### src/logic/bias_seq_pkg.sv
package bias_seq_pkg;
    // Delay timers
    localparam int DLY_W = 24;
    localparam logic [23:0] NEG_PUMP_DELAY_CYCLES_DEF = 24'h000400;
    localparam logic [23:0] POS_PUMP_DELAY_CYCLES_DEF = 24'h000400;
    // Switching rates
    localparam int CLK_HZ = 25000000;
    localparam int RATE_LO_HZ = 500000;
    localparam int RATE_HI_HZ = 750000;
    localparam int DIV_W = 6;
    localparam logic [5:0] DIV_LO = 6'(CLK_HZ / RATE_LO_HZ);
    localparam logic [5:0] DIV_HI = 6'(CLK_HZ / RATE_HI_HZ);
    localparam int SYNC_W = 12;

    typedef struct packed {
        logic logic_rail;
        logic neg_pump;
        logic pos_pump;
        logic amps;
        logic boost;
        logic gate_shaping;
    } rail_en_s;

    typedef enum logic [1:0] {
        ST_OFF,
        ST_BUCK,
        ST_RUN
    } seq_state_e;

    typedef enum logic [1:0] {
        IL_OFF,
        IL_LIMIT,
        IL_SHORT
    } iso_state_e;

    typedef struct packed {
        logic fault_short;
        logic fault_ovp;
        logic thermal;
        logic uvlo;
    } event_s;
endpackage

### src/logic/lcd_bias_rail_sequencer.sv
// Our own choices: strobed register access and the register offsets.
`timescale 1ns/1ps
module lcd_bias_rail_sequencer #(
    parameter logic [23:0] NEG_PUMP_DELAY_CYCLES = bias_seq_pkg::NEG_PUMP_DELAY_CYCLES_DEF,
    parameter logic [23:0] POS_PUMP_DELAY_CYCLES = bias_seq_pkg::POS_PUMP_DELAY_CYCLES_DEF
) (
    input wire logic clk_sys,
    input wire logic rst_b,
    input wire logic logic_rail_enable_in,
    input wire logic boost_enable_in,
    input wire logic gate_shaping_control_in,
    input wire logic switch_rate_select,
    input wire logic thermal_trip,
    input wire logic uvlo_trip,
    input wire logic buck_pgood,
    input wire logic pos_pump_pgood,
    input wire logic neg_pump_delay_done,
    input wire logic pos_pump_delay_done,
    input wire logic drop_below_0v5,
    input wire logic drop_above_1v4,
    input wire logic drop_at_3v,
    input wire logic boost_ovp,
    input wire logic soft_start_done,
    input wire logic [3:0] addr,
    input wire logic [31:0] wdata,
    input wire logic wr_stb,
    input wire logic rd_stb,
    output logic [31:0] rdata,
    output logic irq,
    output bias_seq_pkg::rail_en_s rail_en,
    output logic neg_pump_delay_run,
    output logic pos_pump_delay_run,
    output logic boost_switch_en,
    output logic iso_current_limit,
    output logic boost_full_ilimit,
    output logic switch_clk
);

    // --------------------------------------------------------------
    // Input synchronisers
    // --------------------------------------------------------------
    logic [11:0] meta_q;
    logic [11:0] sync_q;
    logic [11:0] pins;
    assign pins = {logic_rail_enable_in, boost_enable_in, gate_shaping_control_in, switch_rate_select,
                   thermal_trip, uvlo_trip, buck_pgood, pos_pump_pgood, neg_pump_delay_done,
                   pos_pump_delay_done, drop_below_0v5, drop_above_1v4};
    logic [2:0] meta2_q;
    logic [2:0] sync2_q;

    always_ff @(posedge clk_sys) begin
        if (!rst_b) begin
            meta_q <= 12'h000;
            sync_q <= 12'h000;
            meta2_q <= 3'h0;
            sync2_q <= 3'h0;
        end else begin
            meta_q <= pins;
            sync_q <= meta_q;
            meta2_q <= {drop_at_3v, boost_ovp, soft_start_done};
            sync2_q <= meta2_q;
        end
    end

    logic en1_s, en2_s, gsc_s, rate_s, therm_s, uvlo_s, bpg_s, ppg_s, d1_s, d2_s, lt05_s, gt14_s;
    logic ge3_s, ovp_s, ss_s;
    assign {en1_s, en2_s, gsc_s, rate_s, therm_s, uvlo_s, bpg_s, ppg_s, d1_s, d2_s, lt05_s, gt14_s} = sync_q;
    assign {ge3_s, ovp_s, ss_s} = sync2_q;

    // --------------------------------------------------------------
    // Sequencer
    // --------------------------------------------------------------
    logic shutdown;
    assign shutdown = therm_s | uvlo_s | ~en1_s;

    bias_seq_pkg::seq_state_e state_q;
    always_ff @(posedge clk_sys) begin
        if (!rst_b || shutdown) begin
            state_q <= bias_seq_pkg::ST_OFF;
        end else begin
            case (state_q)
                bias_seq_pkg::ST_OFF: state_q <= bias_seq_pkg::ST_BUCK;
                bias_seq_pkg::ST_BUCK: if (bpg_s) state_q <= bias_seq_pkg::ST_RUN;
                bias_seq_pkg::ST_RUN: state_q <= bias_seq_pkg::ST_RUN;
                default: state_q <= bias_seq_pkg::ST_OFF;
            endcase
        end
    end

    logic running;
    assign running = (state_q == bias_seq_pkg::ST_RUN);

    // Second enable edge detection, taken from the synchronised level
    logic en2_prev_q;
    logic en2_rise;
    always_ff @(posedge clk_sys) begin
        if (!rst_b) begin
            en2_prev_q <= 1'b0;
        end else begin
            en2_prev_q <= en2_s;
        end
    end
    assign en2_rise = en2_s & ~en2_prev_q;

    // --------------------------------------------------------------
    // Delay timers
    // --------------------------------------------------------------
    logic [23:0] neg_pump_delay_cnt_q;
    logic [23:0] pos_pump_delay_cnt_q;
    logic neg_pump_delay_done_q;
    logic pos_pump_delay_done_q;

    function automatic logic expired(input logic [23:0] cnt, input logic [23:0] lim, input logic cmp);
        expired = cmp || (cnt >= lim);
    endfunction

    always_ff @(posedge clk_sys) begin
        if (!rst_b || !running) begin
            neg_pump_delay_cnt_q <= 24'h000000;
            neg_pump_delay_done_q <= 1'b0;
        end else if (!neg_pump_delay_done_q) begin
            neg_pump_delay_cnt_q <= neg_pump_delay_cnt_q + 24'h000001;
            neg_pump_delay_done_q <= expired(neg_pump_delay_cnt_q, NEG_PUMP_DELAY_CYCLES, d1_s);
        end
    end

    // Delay two waits for the second enable and restarts on its rising edge
    always_ff @(posedge clk_sys) begin
        if (!rst_b || !running || !en2_s) begin
            pos_pump_delay_cnt_q <= 24'h000000;
            pos_pump_delay_done_q <= 1'b0;
        end else if (en2_rise) begin
            pos_pump_delay_cnt_q <= 24'h000000;
            pos_pump_delay_done_q <= 1'b0;
        end else if (!pos_pump_delay_done_q) begin
            pos_pump_delay_cnt_q <= pos_pump_delay_cnt_q + 24'h000001;
            pos_pump_delay_done_q <= expired(pos_pump_delay_cnt_q, POS_PUMP_DELAY_CYCLES, d2_s);
        end
    end

    // --------------------------------------------------------------
    // Isolation switch and boost protection
    // --------------------------------------------------------------
    bias_seq_pkg::iso_state_e iso_q;
    logic boost_on;
    assign boost_on = running & en2_s;

    always_ff @(posedge clk_sys) begin
        if (!rst_b || !boost_on) begin
            iso_q <= bias_seq_pkg::IL_OFF;
        end else begin
            case (iso_q)
                bias_seq_pkg::IL_OFF: iso_q <= bias_seq_pkg::IL_LIMIT;
                bias_seq_pkg::IL_LIMIT: if (lt05_s) iso_q <= bias_seq_pkg::IL_SHORT;
                // Full operation: a drop above 1.4 V is a shorted output
                bias_seq_pkg::IL_SHORT: if (gt14_s) iso_q <= bias_seq_pkg::IL_LIMIT;
                default: iso_q <= bias_seq_pkg::IL_OFF;
            endcase
        end
    end

    logic full_op;
    assign full_op = (iso_q == bias_seq_pkg::IL_SHORT);

    // --------------------------------------------------------------
    // Switching clock, common to all converters
    // --------------------------------------------------------------
    logic [5:0] div_cnt_q;
    logic [5:0] div_lim;
    assign div_lim = rate_s ? bias_seq_pkg::DIV_HI : bias_seq_pkg::DIV_LO;

    always_ff @(posedge clk_sys) begin
        if (!rst_b) begin
            div_cnt_q <= 6'h00;
            switch_clk <= 1'b0;
        end else if (div_cnt_q >= div_lim - 6'h01) begin
            div_cnt_q <= 6'h00;
            switch_clk <= 1'b1;
        end else begin
            div_cnt_q <= div_cnt_q + 6'h01;
            switch_clk <= (div_cnt_q < (div_lim >> 1)) ? 1'b1 : 1'b0;
        end
    end

    // --------------------------------------------------------------
    // Enable outputs
    // --------------------------------------------------------------
    always_ff @(posedge clk_sys) begin
        if (!rst_b || shutdown) begin
            rail_en <= '0;
            neg_pump_delay_run <= 1'b0;
            pos_pump_delay_run <= 1'b0;
            boost_switch_en <= 1'b0;
            iso_current_limit <= 1'b0;
            boost_full_ilimit <= 1'b0;
        end else begin
            rail_en.logic_rail <= 1'b1;
            rail_en.neg_pump <= neg_pump_delay_done_q;
            rail_en.pos_pump <= pos_pump_delay_done_q;
            rail_en.amps <= pos_pump_delay_done_q;
            rail_en.boost <= boost_on;
            rail_en.gate_shaping <= ppg_s & gsc_s & pos_pump_delay_done_q;
            neg_pump_delay_run <= running & ~neg_pump_delay_done_q;
            pos_pump_delay_run <= running & en2_s & ~pos_pump_delay_done_q;
            // Constant-frequency CCM: gated only by boost_on, full operation and the protections, no skip logic
            boost_switch_en <= boost_on & full_op & lt05_s & ~ovp_s & ~gt14_s;
            iso_current_limit <= boost_on & ge3_s;
            boost_full_ilimit <= boost_on & ss_s;
        end
    end

    // --------------------------------------------------------------
    // Event status, mask and register port
    // --------------------------------------------------------------
    localparam logic [3:0] ADDR_STATUS = 4'h0;
    localparam logic [3:0] ADDR_MASK = 4'h4;
    localparam logic [3:0] ADDR_STATE = 4'h8;

    bias_seq_pkg::event_s ev;
    logic [3:0] status_q;
    logic [3:0] mask_q;
    logic full_op_q;
    always_ff @(posedge clk_sys) begin
        if (!rst_b) begin
            full_op_q <= 1'b0;
        end else begin
            full_op_q <= full_op;
        end
    end
    assign ev.fault_short = full_op_q & ~full_op & boost_on;
    assign ev.fault_ovp = ovp_s & boost_on;
    assign ev.thermal = therm_s;
    assign ev.uvlo = uvlo_s;

    always_ff @(posedge clk_sys) begin
        if (!rst_b) begin
            status_q <= 4'h0;
        end else if (wr_stb && addr == ADDR_STATUS) begin
            // Set wins over a simultaneous clear
            status_q <= (status_q & ~wdata[3:0]) | ev;
        end else begin
            status_q <= status_q | ev;
        end
    end

    always_ff @(posedge clk_sys) begin
        if (!rst_b) begin
            mask_q <= 4'h0;
        end else if (wr_stb && addr == ADDR_MASK) begin
            mask_q <= wdata[3:0];
        end
    end

    always_ff @(posedge clk_sys) begin
        if (!rst_b) begin
            irq <= 1'b0;
        end else begin
            irq <= |(status_q & mask_q);
        end
    end

    always_ff @(posedge clk_sys) begin
        if (!rst_b) begin
            rdata <= 32'h00000000;
        end else if (rd_stb) begin
            case (addr)
                ADDR_STATUS: rdata <= {28'h0000000, status_q};
                ADDR_MASK: rdata <= {28'h0000000, mask_q};
                ADDR_STATE: rdata <= {24'h000000, iso_q, state_q, pos_pump_delay_done_q, neg_pump_delay_done_q, rail_en.boost,
                                      rail_en.logic_rail};
                default: rdata <= 32'h00000000;
            endcase
        end else begin
            rdata <= 32'h00000000;
        end
    end

    // --------------------------------------------------------------
    // Assertions
    // --------------------------------------------------------------
    uvlo_off_a: assert property (@(posedge clk_sys) disable iff (!rst_b)
        $past(uvlo_s) |-> rail_en == '0) else $error("rail enabled during undervoltage");
    therm_off_a: assert property (@(posedge clk_sys) disable iff (!rst_b)
        $past(therm_s) |-> !boost_switch_en && !rail_en.logic_rail) else $error("rail on in thermal");
    buck_first_a: assert property (@(posedge clk_sys) disable iff (!rst_b)
        rail_en.neg_pump |-> rail_en.logic_rail) else $error("pump before buck");
    neg_after_dly_a: assert property (@(posedge clk_sys) disable iff (!rst_b)
        $rose(rail_en.neg_pump) |-> $past(neg_pump_delay_done_q)) else $error("negative pump early");
    boost_cond_a: assert property (@(posedge clk_sys) disable iff (!rst_b)
        rail_en.boost |-> $past(en2_s) && $past(running)) else $error("boost without conditions");
    pos_amps_a: assert property (@(posedge clk_sys) disable iff (!rst_b)
        rail_en.pos_pump == rail_en.amps) else $error("pump and amps split");
    en2_restart_a: assert property (@(posedge clk_sys) disable iff (!rst_b)
        en2_rise && running |=> pos_pump_delay_cnt_q == 24'h000000) else $error("delay two not restarted");
    gate_shape_a: assert property (@(posedge clk_sys) disable iff (!rst_b)
        rail_en.gate_shaping |-> $past(ppg_s) && $past(gsc_s)) else $error("gate shaping early");
    ovp_stop_a: assert property (@(posedge clk_sys) disable iff (!rst_b)
        $past(ovp_s) |-> !boost_switch_en) else $error("switching during overvoltage");
    iso_limit_a: assert property (@(posedge clk_sys) disable iff (!rst_b)
        !$past(ge3_s) |-> !iso_current_limit) else $error("limit below 3 V");
    drop_gate_a: assert property (@(posedge clk_sys) disable iff (!rst_b)
        !$past(lt05_s) |-> !boost_switch_en) else $error("switching with high drop");

    seq_full_c: cover property (@(posedge clk_sys) disable iff (!rst_b) rail_en.gate_shaping);
    boost_run_c: cover property (@(posedge clk_sys) disable iff (!rst_b) boost_switch_en);
    short_trip_c: cover property (@(posedge clk_sys) disable iff (!rst_b) ev.fault_short);

endmodule // lcd_bias_rail_sequencer

### config.mk
export PLATFORM = sky130hd
export DESIGN_NAME = lcd_bias_rail_sequencer
export DESIGN_NICKNAME = d
export VERILOG_FILES = /design/src/logic/bias_seq_pkg.sv /design/src/logic/lcd_bias_rail_sequencer.sv
export SDC_FILE = /design/constraint.sdc
export NUM_CORES = 1
export LEC_CHECK = 0
export ABC_AREA = 1
export BUFFER_PORTS_ARGS = -buffer_cell sky130_fd_sc_hd__buf_4
export CORE_MARGIN = 4
export CORE_UTILIZATION = 45
export DETAILED_ROUTE_END_ITERATION = 10
export GPL_TIMING_DRIVEN = 0
export PLACE_DENSITY = 0.78
export SETUP_SLACK_MARGIN = 0.02
export SLEW_MARGIN = 30
export SYNTH_ARGS = -nofsm -noshare
export SYNTH_HDL_FRONTEND = slang
export SYNTH_SLANG_ARGS = --single-unit
### constraint.sdc
create_clock -name clk_sys -period 2.1 [get_ports clk_sys]
set_clock_uncertainty 0.2 [all_clocks]
set_input_delay 0.42 -clock clk_sys [delete_from_list [all_inputs] [get_ports clk_sys]]
set_output_delay 0.42 -clock clk_sys [all_outputs]
set_load 0.05 [all_outputs]
# ---- Yosys cells after proc, flatten, opt, wreduce, memory -nomap -nowiden
# Cells that the tools add are included.
dict set report op_classes {
  addsub 4
  order_cmp 4
  n_eq_ne 9
  muxes 13
  bitwise 30
  n_reduce_logical 20
}
# operator n
set op_table {}
lappend op_table {{adder 24 x 1 -> 24 bit, second input constant} 2}
lappend op_table {{>= comparator 24 x 11 -> 1 bit, second input constant} 2}
lappend op_table {{one-hot mux 8 bit (3 select lines)} 1}
lappend op_table {{bitwise AND 1 bit} 15}
lappend op_table {{one-hot mux 2 bit (3 select lines)} 2}
lappend op_table {{bitwise AND 4 bit} 2}
lappend op_table {{NOT 1 bit} 8}
lappend op_table {{OR 4 bit} 2}
lappend op_table {{adder 6 x 1 -> 6 bit, second input constant} 1}
lappend op_table {{>= comparator 6 bit} 1}
lappend op_table {{logical OR 1 bit} 6}
lappend op_table {{less-than comparator 6 x 5 -> 1 bit} 1}
lappend op_table {{two-way mux 2 bit} 3}
lappend op_table {{two-way mux 6 bit} 1}
lappend op_table {{inequality test 2 bit, second input constant} 3}
lappend op_table {{subtractor 6 x 1 -> 6 bit, second input constant} 1}
lappend op_table {{two-way mux 5 bit} 1}
lappend op_table {{== test 2 x 1 -> 1 bit, second input constant} 2}
lappend op_table {{== test 2 bit, second input constant} 2}
lappend op_table {{== test 4 x 3 -> 1 bit, second input constant} 1}
lappend op_table {{== test 4 bit, second input constant} 1}
lappend op_table {{zero test 1 bit} 4}
lappend op_table {{zero test 2 bit} 2}
lappend op_table {{zero test 4 bit} 1}
lappend op_table {{8 further kinds} 15}
dict set report totals {
  ff_bits 144
  input_bits 55
  out_inout_bits 45
  word_cells 108
}

# ---- Longest topological paths before layout
# Gate-level depths: netlist (run 1).
dict set report logic_depth {
  ltp_word 6
  ltp_mapped 9
  depth_no_buf 9
}

# ---- Worst setup path before layout (run 1)
# Ideal clock, no wire load.
dict set report synth_path {
  kind {register to register}
  startpoint {reg state_q[0]}
  endpoint {reg pos_pump_delay_cnt_q[14]}
  setup_time_ns 0.115
  arrival_time_ns 1.285
  t_required_ns 1.785
  slack_ns 0.500
  stages_incl_launch_ff 10
  path_buffers 1
  period_less_slack_ns 1.600
  path_cell_list {dfxtp_1 > inv_1 > ha_1 > nand2_1 > inv_1 > nand3_4 > clkinv_1 > buf_6 > nand2_1 > nor2_1}
}
dict set report synth_between {
  elab_chain_cells 5
}
# item line_no
set synth_rtl {}
lappend synth_rtl {{start, declared} lcd_bias_rail_sequencer.sv:76} ;# bias_seq_pkg::seq_state_e state_q;
lappend synth_rtl {{start signal, assigned} lcd_bias_rail_sequencer.sv:79} ;# state_q <= bias_seq_pkg::ST_OFF;
lappend synth_rtl {{start signal, assigned} lcd_bias_rail_sequencer.sv:82} ;# bias_seq_pkg::ST_OFF: state_q <= bias_seq_pkg::ST_BUCK;
lappend synth_rtl {{start signal, assigned} lcd_bias_rail_sequencer.sv:83} ;# bias_seq_pkg::ST_BUCK: if (bpg_s) state_q <= bias_seq_pkg::ST_RUN;
lappend synth_rtl {{== test 2 bit} lcd_bias_rail_sequencer.sv:91} ;# assign running = (state_q == bias_seq_pkg::ST_RUN);
lappend synth_rtl {{zero test 1 bit} lcd_bias_rail_sequencer.sv:129} ;# if (!rst_b || !running || !en2_s) begin
lappend synth_rtl {{logical OR 1 bit (2 in series)} lcd_bias_rail_sequencer.sv:129}
lappend synth_rtl {{OR reduction 2 bit (no source line)} n/a}
lappend synth_rtl {{end signal, assigned} lcd_bias_rail_sequencer.sv:136} ;# pos_pump_delay_cnt_q <= pos_pump_delay_cnt_q + 24'h000001;
lappend synth_rtl {{end, declared} lcd_bias_rail_sequencer.sv:109} ;# logic [23:0] pos_pump_delay_cnt_q;
# No other way between the ends.
# A chain may end at the register's enable or synchronous reset.

# ---- Final worst setup path (run 1)
dict set report layout_path {
  startpoint {reg state_q[0]}
  endpoint {reg pos_pump_delay_cnt_q[22]}
}
# Same word-level chain as after synthesis.

==> flow_summary.json, run 1 <==
{
  "min_path_type": "input port to flip-flop",
  "min_delay_path_depth": 3,
  "hold_violations": 0,
  "grt_overflow": 0,
  "first_global_vias": 4138,
  "ys_top_cells_by_area": "dfxtp_1 44%, nand2_1 12%, inv_1 7.5%, nor2_1 7.3%, nand3_1 3.9%",
  "ys_types": 36,
  "insertion_delay_ns": 0.41,
  "dp_hpwl_mm": 7.915,
  "min_period_over_period_pct": 87.51,
  "yosysTopAreaCell": "dfxtp_1",
  "globalplace.congestion": 0.8290,
  "p_int_mw": 4.042,
  "clkPwrFrac_pct": 50.6,
  "cp.arrival_ns": 1.94,
  "drc": 0,
  "worstMarginPinSlew_ns": 0.5194,
  "initial_core_util_pct": 46.68,
  "routed_wl_mm": 10.74,
  "cts_made_buffers": 17,
  "nets": 908,
  "cts-root-buf": "clkbuf_16",
  "io-pin-count": 100,
  "crit_slowest_cell": "dfxtp_1",
  "final_common_cell": "nand2_1",
  "clockBufferDepth": 2,
  "ant_nets": 0,
  "grt_usage_pct": 16.30,
  "antenna_found_initial": 0,
  "worstPathRequired_ns": 2.20,
  "end_kind": "flip-flop",
  "swShare_pct": 23.70,
  "die_x_um": 117.8,
  "p_seq_share_pct": 44.0,
  "syn_inst": 742,
  "path_class": "flip-flop to flip-flop",
  "wire_per_inst_um": 10.76,
  "p_comb_share_pct": 5.3,
  "crit_chain": "inv_1 > ha_1 > nand2_1 > inv_1 > nand3_4 > clkinvlp_4 > buf_6 > nand2_1 > nor2_1",
  "drive_gt1_share_pct": 18.60,
  "drt_iter0_drc": 312,
  "reg2regPathDepth": 9,
  "ys_ff_latch": 120,
  "placedCellCount": 954,
  "slew_violations": 0,
  "relSlewSlack_pct": 65.37,
  "antenna_cells": 0,
  "powerDensity_nw_per_um2": 789.5,
  "routed_via_density": 4.562,
  "critPathMaxStageDelay_ns": 0.33,
  "cp-start-kind": "flip-flop",
  "core_um2": 11610,
  "areaGrowthSynthToFinish_pct": 23.77,
  "fmax_mhz": 544.1,
  "synth_area_um2": 5421,
  "fin_crit_ns": 1.838,
  "yosys_warnings": 0,
  "row_count": 39,
  "finalSetupViolations": 0,
  "layout.cells.non_filler": 998,
  "dr_total_vias": 4553,
  "most-common-layout-cells": "167 x nand2_1, 120 x dfxtp_1, 108 x inv_1",
  "grt_first_pass_wirelength_mm": 18.75,
  "status": "finished, final reports clean",
  "die_area_um2": 13870,
  "synth_top_area_share_pct": 44.31,
  "maxCapViolCount": 0,
  "setup_tns_ns": 0,
  "crit_fanout": 10,
  "p_leak_nw": 2.915,
  "peakVddDrop_uv": 492.9,
  "rsz0062_at_grt": "false",
  "cts_tree": "built",
  "first_pass_iters": 5,
  "seq_area_frac_synth_pct": 44.31,
  "path_clk_slew_ns": 0.06,
  "h-tree-depth": 4,
  "fp.dieH_um": 117.8,
  "io_buffers": 46,
  "cts.sinks": 120,
  "p_sw_mw": 1.255,
  "syn_area_per_cell_um2": 7.307,
  "grt_max_degree": 17
}
-- stage by stage --
step / hold slack, ns / instance area (µm²) / power [mW] / util [%] / setup WS (ns)
4_1_cts: 0.003290 / 6706 / 5.340 / 57.75 / 0.1669
3_5_place_dp: 0.1947 / 6032 / 2.644 / 51.94 / 0.1854
3_3_place_gp: 0.1939 / 6032 / 2.641 / 51.94 / 0.2020
5_1_grt: 0.02058 / 6710 / 5.483 / 57.78 / 0.08485
6_report: 0.01355 / 6710 / 5.298 / 57.78 / 0.2622
2_1_floorplan: 0.1905 / 5508 / 2.579 / - / 0.5000
-- sequential cells by signal, indices dropped and copies added (netlist names), 2 cells and up --
| name | cells |
|---|---|
| pos_pump_delay_cnt_q | 24 |
| rdata | 8 |
| mask_q | 4 |
| status_q | 4 |
| iso_q | 2 |
| meta2_q | 3 |
| state_q | 2 |
| sync_q | 12 |
| rail_en | 5 |
| sync2_q | 3 |
| meta_q | 12 |
| div_cnt_q | 6 |
| neg_pump_delay_cnt_q | 24 |
-- timing repair --
| item | 4_1_cts | 5_1_grt |
|---|---|---|
| resized for setup | 0 | 1 |
| endpoints found under the setup margin | 0 | 9 |
| endpoints found under the hold margin | 12 | 0 |
| hold buffers | 12 | 0 |
| buffers inserted | 0 | 0 |
-- cell type report --
type,instances,area [µm²]
fill,1068,4903
multi-input combinational,495,2419
sequential,120,2402
timing repair buffer,58,465.4
inverter,115,440.4
clock buffer,17,425.4
buffer,35,250.2
tap,143,178.9
clock inverter,15,128.9
-- power by group through the flow --
stage / registers, mW / clock network [mW] / logic, mW
after floorplan: 2.38 / 0 / 0.196
after global placement: 2.38 / 0 / 0.260
after detailed placement: 2.38 / 0 / 0.263
after CTS: 2.33 / 2.73 / 0.281
after global routing: 2.34 / 2.84 / 0.309
final: 2.33 / 2.68 / 0.282
-- path summary, 6_finish.rpt --
kind,start,slack [ns],end
min,drop_at_3v,0.01,meta2_q[2]$_SDFF_PN0_
min reg2reg,meta2_q[1]$_SDFF_PN0_,0.21,sync2_q[1]$_SDFF_PN0_
max reg2reg,state_q[0]$_SDFFE_PN0P_,0.26,pos_pump_delay_cnt_q[22]$_SDFFE_PP0N_
max,state_q[0]$_SDFFE_PN0P_,0.26,pos_pump_delay_cnt_q[22]$_SDFFE_PP0N_
-- layer usage --
layer | share of wire (%) | routed length, µm | global-route usage [%]
met1 | 49 | 5250 | 21.54
met2 | 45 | 4849 | 25.48
met3 | 4.9 | 527 | 4.853
met4 | 1.0 | 108 | 5.495
met5 | 0 | 0 | 0
-- critical path, delay by kind of cell (launching register included) --
family / cells / cell delay, ns
adder cells (fa/ha/maj): 1 / 0.26
AND/OR/NAND/NOR: 4 / 0.34
flip-flops: 1 / 0.33
buffers and inverters: 4 / 0.61
-- synthesized netlist by cell type (all sizes together) --
| master | number |
|---|---|
| nor3b | 2 |
| conb | 1 |
| nor4 | 1 |
| dfxtp | 120 |
| xor2 | 4 |
| nand3 | 50 |
| nor3 | 15 |
| a21oi | 39 |
| buf | 32 |
| inv | 113 |
| clkinv | 2 |
| nor2 | 129 |
| ha | 11 |
| xnor2 | 1 |
| clkbuf | 3 |
| a31oi | 3 |
| nand4 | 12 |
| o21ai | 20 |
| nand3b | 2 |
| a41oi | 1 |
| and3 | 2 |
| or2 | 1 |
| nand2 | 178 |
-- logic make-up (layout without fill, tap and decap cells) --
family | count (synthesis) | in the layout | share of synthesized area [%]
flip-flops | 120 | 120 | 44.31
other | 1 | 24 | 0.06917
buffers and inverters | 150 | 240 | 12.67
AND/OR/NAND/NOR | 392 | 392 | 33.65
XOR/XNOR | 5 | 5 | 0.8077
adder cells (fa/ha/maj) | 11 | 11 | 2.539
AO/OA/AOI/OAI | 63 | 63 | 5.954
(Power assumes the default switching activity.)
==> run 2, diff against run 1 <==
Settings changed: CORE_UTILIZATION 45 to 23, GPL_TIMING_DRIVEN 0 to default, PLACE_DENSITY 0.78 to 0.51.
==> run 2 against run 1 <==
Combinational power decreased by 11%; fmax rose by 1.4%; final cell count increased by 14%; utilization down 28 points; clock-buffer cell count up 3; die area is 88% higher; critical path depth did not move; cell area is 1.4% higher; critical path type unchanged.
==> flow_summary.json, run 2 (synthesis results as in run 1) <==
{
  "areaGrowthSynthToFinish_pct": 25.50,
  "p_total_mw": 5.642,
  "dr_total_vias": 4413,
  "path_class": "flip-flop to flip-flop",
  "worstMarginPinSlew_ns": 0.5596,
  "hold_path_startpoint": "soft_start_done",
  "maxCapViolCount": 0,
  "p_sw_mw": 1.236,
  "grt_use_met2_pct": 13.78,
  "slew_violations": 0,
  "crit_fanout": 13,
  "cts.sinks": 120,
  "p_leak_nw": 2.833,
  "path_clk_slew_ns": 0.05,
  "cp.arrival_ns": 1.94,
  "core_um2": 22920,
  "powerDensity_nw_per_um2": 829.2,
  "cts-root-buf": "clkbuf_16",
  "antenna_cells": 0,
  "first_global_vias": 4174,
  "min_period_over_period_pct": 86.32,
  "relSlewSlack_pct": 62.64,
  "grt_first_pass_wirelength_mm": 20.05,
  "setup_tns_ns": 0,
  "p_int_mw": 4.406,
  "dp_hpwl_mm": 9.019,
  "p_comb_share_pct": 4.4,
  "largest_registers": "neg_pump_delay_cnt_q (24), pos_pump_delay_cnt_q (24)",
  "routed_via_density": 3.864,
  "nets": 882,
  "drive_gt1_share_pct": 16.16,
  "io_buffers": 47,
  "place_ws_ns": 0.2718,
  "row_count": 55,
  "fmax_mhz": 551.6,
  "most-common-layout-cells": "167 x nand2_1, 120 x dfxtp_1, 108 x inv_1",
  "grt_overflow": 0,
  "worstPathRequired_ns": 2.23,
  "first_pass_iters": 4,
  "die_area_um2": 26090,
  "ctsResizeCount": 0,
  "h-tree-depth": 4,
  "fin_crit_ns": 1.813,
  "whs_ns": 0.006929,
  "startpoint": "state_q[0]$_SDFFE_PN0P_",
  "swShare_pct": 21.91,
  "io-pin-count": 100,
  "clkPwrFrac_pct": 54.2,
  "peakVddDrop_uv": 508.2,
  "ant_nets": 0,
  "cts_tree": "built",
  "antenna_found_initial": 0,
  "end_kind": "flip-flop",
  "die_x_um": 161.5,
  "final_util_pct": 29.69,
  "wire_per_inst_um": 10.53,
  "routed_wl_mm": 12.03,
  "r2r_start": "state_q[0]$_SDFFE_PN0P_",
  "status": "finished, final reports clean",
  "placedCellCount": 1098,
  "clockBufferDepth": 2,
  "min_path_type": "input port to flip-flop",
  "grt_max_degree": 20,
  "cp-start-kind": "flip-flop",
  "fin_area_um2": 6804,
  "top_usage_layer": "met2",
  "rsz0062_at_grt": "false",
  "hold_violations": 0,
  "drc": 0,
  "globalplace.congestion": 0.8111,
  "fillCellCount": 2511,
  "placed_cell_area_um2": 6062,
  "setup_ws_ns": 0.2872,
  "insertion_delay_ns": 0.41,
  "met3_usage_pct": 2.118,
  "final_common_cell": "nand2_1",
  "fp.dieH_um": 161.5,
  "initial_core_util_pct": 23.66,
  "layout.cells.non_filler": 1142,
  "drt_iter0_drc": 222,
  "p_seq_share_pct": 41.4,
  "grt_usage_pct": 9.536,
  "met1_usage_pct": 13.54,
  "cts_made_buffers": 17,
  "finalSetupViolations": 0
}
-- run 2: changes by cell type in the layout (fill, tap and decap cells not counted) --
cell / before / now
buf_4: 73 / 55
clkinvlp_4: 5 / 0
bufinv_16: 1 / 4
buf_2: 2 / 0
buf_6: 2 / 0
inv_6: 3 / 1
buf_1: 1 / 0
clkbuf_1: 3 / 2
clkbuf_8: 0 / 1
clkinv_1: 1 / 2
clkinv_2: 5 / 4
clkinv_4: 3 / 4
-- run 2: worst paths after layout --
path,to,slack (ns),depth (start not counted)
worst max-delay path,pos_pump_delay_cnt_q[10]$_SDFFE_PP0N_,0.29,9
worst min-delay path,meta2_q[0]$_SDFF_PN0_,0.007,3
worst max register to register,pos_pump_delay_cnt_q[10]$_SDFFE_PP0N_,0.29,9
worst min register to register,sync_q[8]$_SDFF_PN0_,0.21,2
-- run 2: final cells by class --
cell class,instances,area (µm²),share of cell area (%)
multi-input cells,495,2419,35.55
flip-flops and latches,120,2402,35.31
repair buffers,67,533.0,7.834
clock buffers,20,446.7,6.565
inverters,115,436.7,6.418
well taps,313,391.6,5.756
clock inverters,12,175.2,2.574
-- run 2: metal layers --
| metal | up-vias | part of all wire, % |
|---|---|---|
| met2 | 83 | 41 |
| met3 | 6 | 4.2 |
| met5 | - | 0 |
| met4 | 0 | 0.85 |
| met1 | 1921 | 53 |
| li1 | 2403 | - |
-- run 2: power by group through the flow --
stage	logic [mW]	clock network (mW)	registers (mW)
2_1_floorplan	0.196	0	2.38
3_3_place_gp	0.234	0	2.38
3_5_place_dp	0.234	0	2.38
4_1_cts	0.252	3.13	2.33
5_1_grt	0.275	3.24	2.34
6_report	0.251	3.06	2.33
-- run 2: repair_timing --
action,CTS,global route
endpoints found under the hold margin,12,0
hold buffers,12,0
setup buffers,0,0
-- run 2: critical path, stage by stage (launching register included) --
cell and delay [ns]:
dfxtp_1 0.31, inv_1 0.12, ha_1 0.24, nand2_1 0.09
inv_1 0.15, nand3_4 0.13, clkinv_1 0.08, buf_4 0.19
o21ai_0 0.10, a21oi_1 0.13
==> run 3, diff against run 2 <==
Settings changed: ABC_AREA 1 to default.
==> run 3 against run 2 <==
Total power down 3.4%; cell area down 9.5%; non-clock buffer count up 7; highest routed layer unchanged; worst hold slack better by 0.0015 ns; largest power group unchanged; die area down 9.4%; sequential power up 2%; setup slack worse by 0.14 ns; final cell count down 24%.
==> flow_summary.json, run 3 <==
{
  "status": "finished, final reports clean",
  "initial_core_util_pct": 23.32,
  "met1_usage_pct": 12.19,
  "io_buffers": 47,
  "insertion_delay_ns": 0.42,
  "cts-root-buf": "clkbuf_16",
  "path_clk_slew_ns": 0.06,
  "top_usage_layer": "met2",
  "grt_usage_pct": 9.012,
  "die_x_um": 153.8,
  "syn_inst": 517,
  "cp-start-kind": "flip-flop",
  "grt_max_degree": 20,
  "startpoint": "pos_pump_delay_cnt_q[10]$_SDFFE_PP0N_",
  "grt_first_pass_wirelength_mm": 17.33,
  "largest_registers": "neg_pump_delay_cnt_q (24), pos_pump_delay_cnt_q (24)",
  "peakVddDrop_uv": 630.7,
  "cts_tree": "built",
  "r2r_start": "pos_pump_delay_cnt_q[10]$_SDFFE_PP0N_",
  "areaGrowthSynthToFinish_pct": 26.06,
  "ant_nets": 0,
  "min_path_type": "input port to flip-flop",
  "placed_cell_area_um2": 5590,
  "min_period_over_period_pct": 93.01,
  "layout.cells.non_filler": 873,
  "hold_violations": 0,
  "grt_overflow": 0,
  "hold_path_startpoint": "neg_pump_delay_done",
  "slew_violations": 0,
  "yosys_warnings": 0,
  "ys_top_cells_by_area": "dfxtp_1 49%, and2_1 5.4%, nor2_1 4.2%, buf_4 4.0%, xor2_1 3.0%",
  "critPathCapture": "pos_pump_delay_cnt_q[20]$_SDFFE_PP0N_",
  "synth_most_common_cell": "dfxtp_1",
  "row_count": 53,
  "routed_via_density": 4.180,
  "die_area_um2": 23650,
  "met3_usage_pct": 2.983,
  "nets": 653,
  "worstMarginPinSlew_ns": 0.5125,
  "dr_total_vias": 3649,
  "wire_per_inst_um": 11.77,
  "first_global_vias": 3519,
  "rsz0062_at_grt": "false",
  "placedCellCount": 843,
  "globalplace.congestion": 0.7576,
  "fillCellCount": 2287,
  "drc": 0,
  "crit_fanout": 10,
  "io-pin-count": 100,
  "h-tree-depth": 4,
  "synth_area_um2": 4887,
  "maxCapViolCount": 0,
  "antenna_cells": 0,
  "finalSetupViolations": 0,
  "r2r_slack_ns": 0.15,
  "rr_endpoint": "pos_pump_delay_cnt_q[20]$_SDFFE_PP0N_",
  "worstPathRequired_ns": 2.24,
  "whs_ns": 0.008399,
  "cp.arrival_ns": 2.10,
  "path_class": "flip-flop to flip-flop",
  "ys.flop_type": "dfxtp_1",
  "first_pass_iters": 4,
  "p_leak_nw": 2.420,
  "synthTopCellsByCount": "120 x dfxtp_1, 55 x nor2_1, 42 x and2_1",
  "core_um2": 20960,
  "cts_made_buffers": 17,
  "drt_iter0_drc": 119,
  "p_total_mw": 5.451,
  "final_util_pct": 29.40,
  "end_kind": "flip-flop",
  "powerDensity_nw_per_um2": 884.8,
  "dp_hpwl_mm": 7.370,
  "most-common-layout-cells": "120 x dfxtp_1, 74 x buf_4, 55 x nor2_1",
  "yosysTopAreaCell": "dfxtp_1",
  "final_common_cell": "dfxtp_1",
  "ys_ff_latch": 120,
  "async_reset_ff_share_pct": 0,
  "routed_wl_mm": 10.28,
  "clockBufferDepth": 2,
  "seq_area_frac_synth_pct": 49.16,
  "drive_gt1_share_pct": 18.06,
  "ys_types": 49,
  "relSlewSlack_pct": 65.67,
  "antenna_found_initial": 0,
  "fp.dieH_um": 153.8,
  "place_ws_ns": 0.08712,
  "fin_area_um2": 6161,
  "setup_tns_ns": 0,
  "fmax_mhz": 512.0,
  "cts.sinks": 120,
  "setup_ws_ns": 0.1468,
  "fin_crit_ns": 1.953,
  "synth_top_area_share_pct": 49.16,
  "grt_use_met2_pct": 13.37,
  "min_delay_path_depth": 2,
  "synth_edf_count": 0,
  "syn_area_per_cell_um2": 9.453,
  "reg2regPathDepth": 4
}
## run 3: worst min path at each step
stage,endpoint
finish,meta_q[3]$_SDFF_PN0_
global route,meta_q[8]$_SDFF_PN0_
CTS,meta_q[3]$_SDFF_PN0_
detailed placement,boost_full_ilimit$_SDFF_PN0_
global placement,boost_full_ilimit$_SDFF_PN0_
floorplan,boost_full_ilimit$_SDFF_PN0_
## run 3: area by class of cell
type	instances	area [µm²]	share of cell area, %
Clock buffer	21	460.4	7.474
Tap cell	275	344.1	5.585
Multi-Input combinational cell	357	2233	36.25
Clock inverter	9	101.3	1.645
Timing Repair Buffer	74	555.5	9.017
Inverter	17	63.81	1.036
Sequential cell	120	2402	38.99
## run 3: what timing repair did
| item | 4_1_cts | 5_1_grt |
|---|---|---|
| hold buffers | 0 | 0 |
| setup endpoints to repair | 0 | 8 |
| buffers inserted | 0 | 0 |
| gates resized for setup | 0 | 2 |
## run 3: power breakdown
part / internal, mW / total [mW] / switching, mW
clock: 1.78 / 2.78 / 0.996
sequential: 2.34 / 2.38 / 0.0430
combinational: 0.105 / 0.287 / 0.182
total: 4.23 / 5.45 / 1.22
## run 3: cell families after synthesis
kind of cell / count (synthesis) / synth area share, %
AND/OR/NAND/NOR: 219 / 25.27
flip-flops: 120 / 49.16
buffers and inverters: 63 / 7.092
AO/OA/AOI/OAI: 62 / 7.937
XOR/XNOR: 29 / 5.197
multiplexers: 12 / 2.458
adder cells (fa/ha/maj): 11 / 2.816
other: 1 / 0.07673
## run 3: worst max-delay path, cell delays in order (launching register included)
cell and delay (ns):
dfxtp_1 0.40, nand4_2 0.16, or3_4 0.47, or4_1 0.52, a21oi_1 0.15
## run 3: layer usage
metal | part of all wire (%) | routed length [µm]
met1 | 50 | 5181
met2 | 44 | 4497
met3 | 4.4 | 452
met4 | 1.4 | 142
met5 | 0 | 0
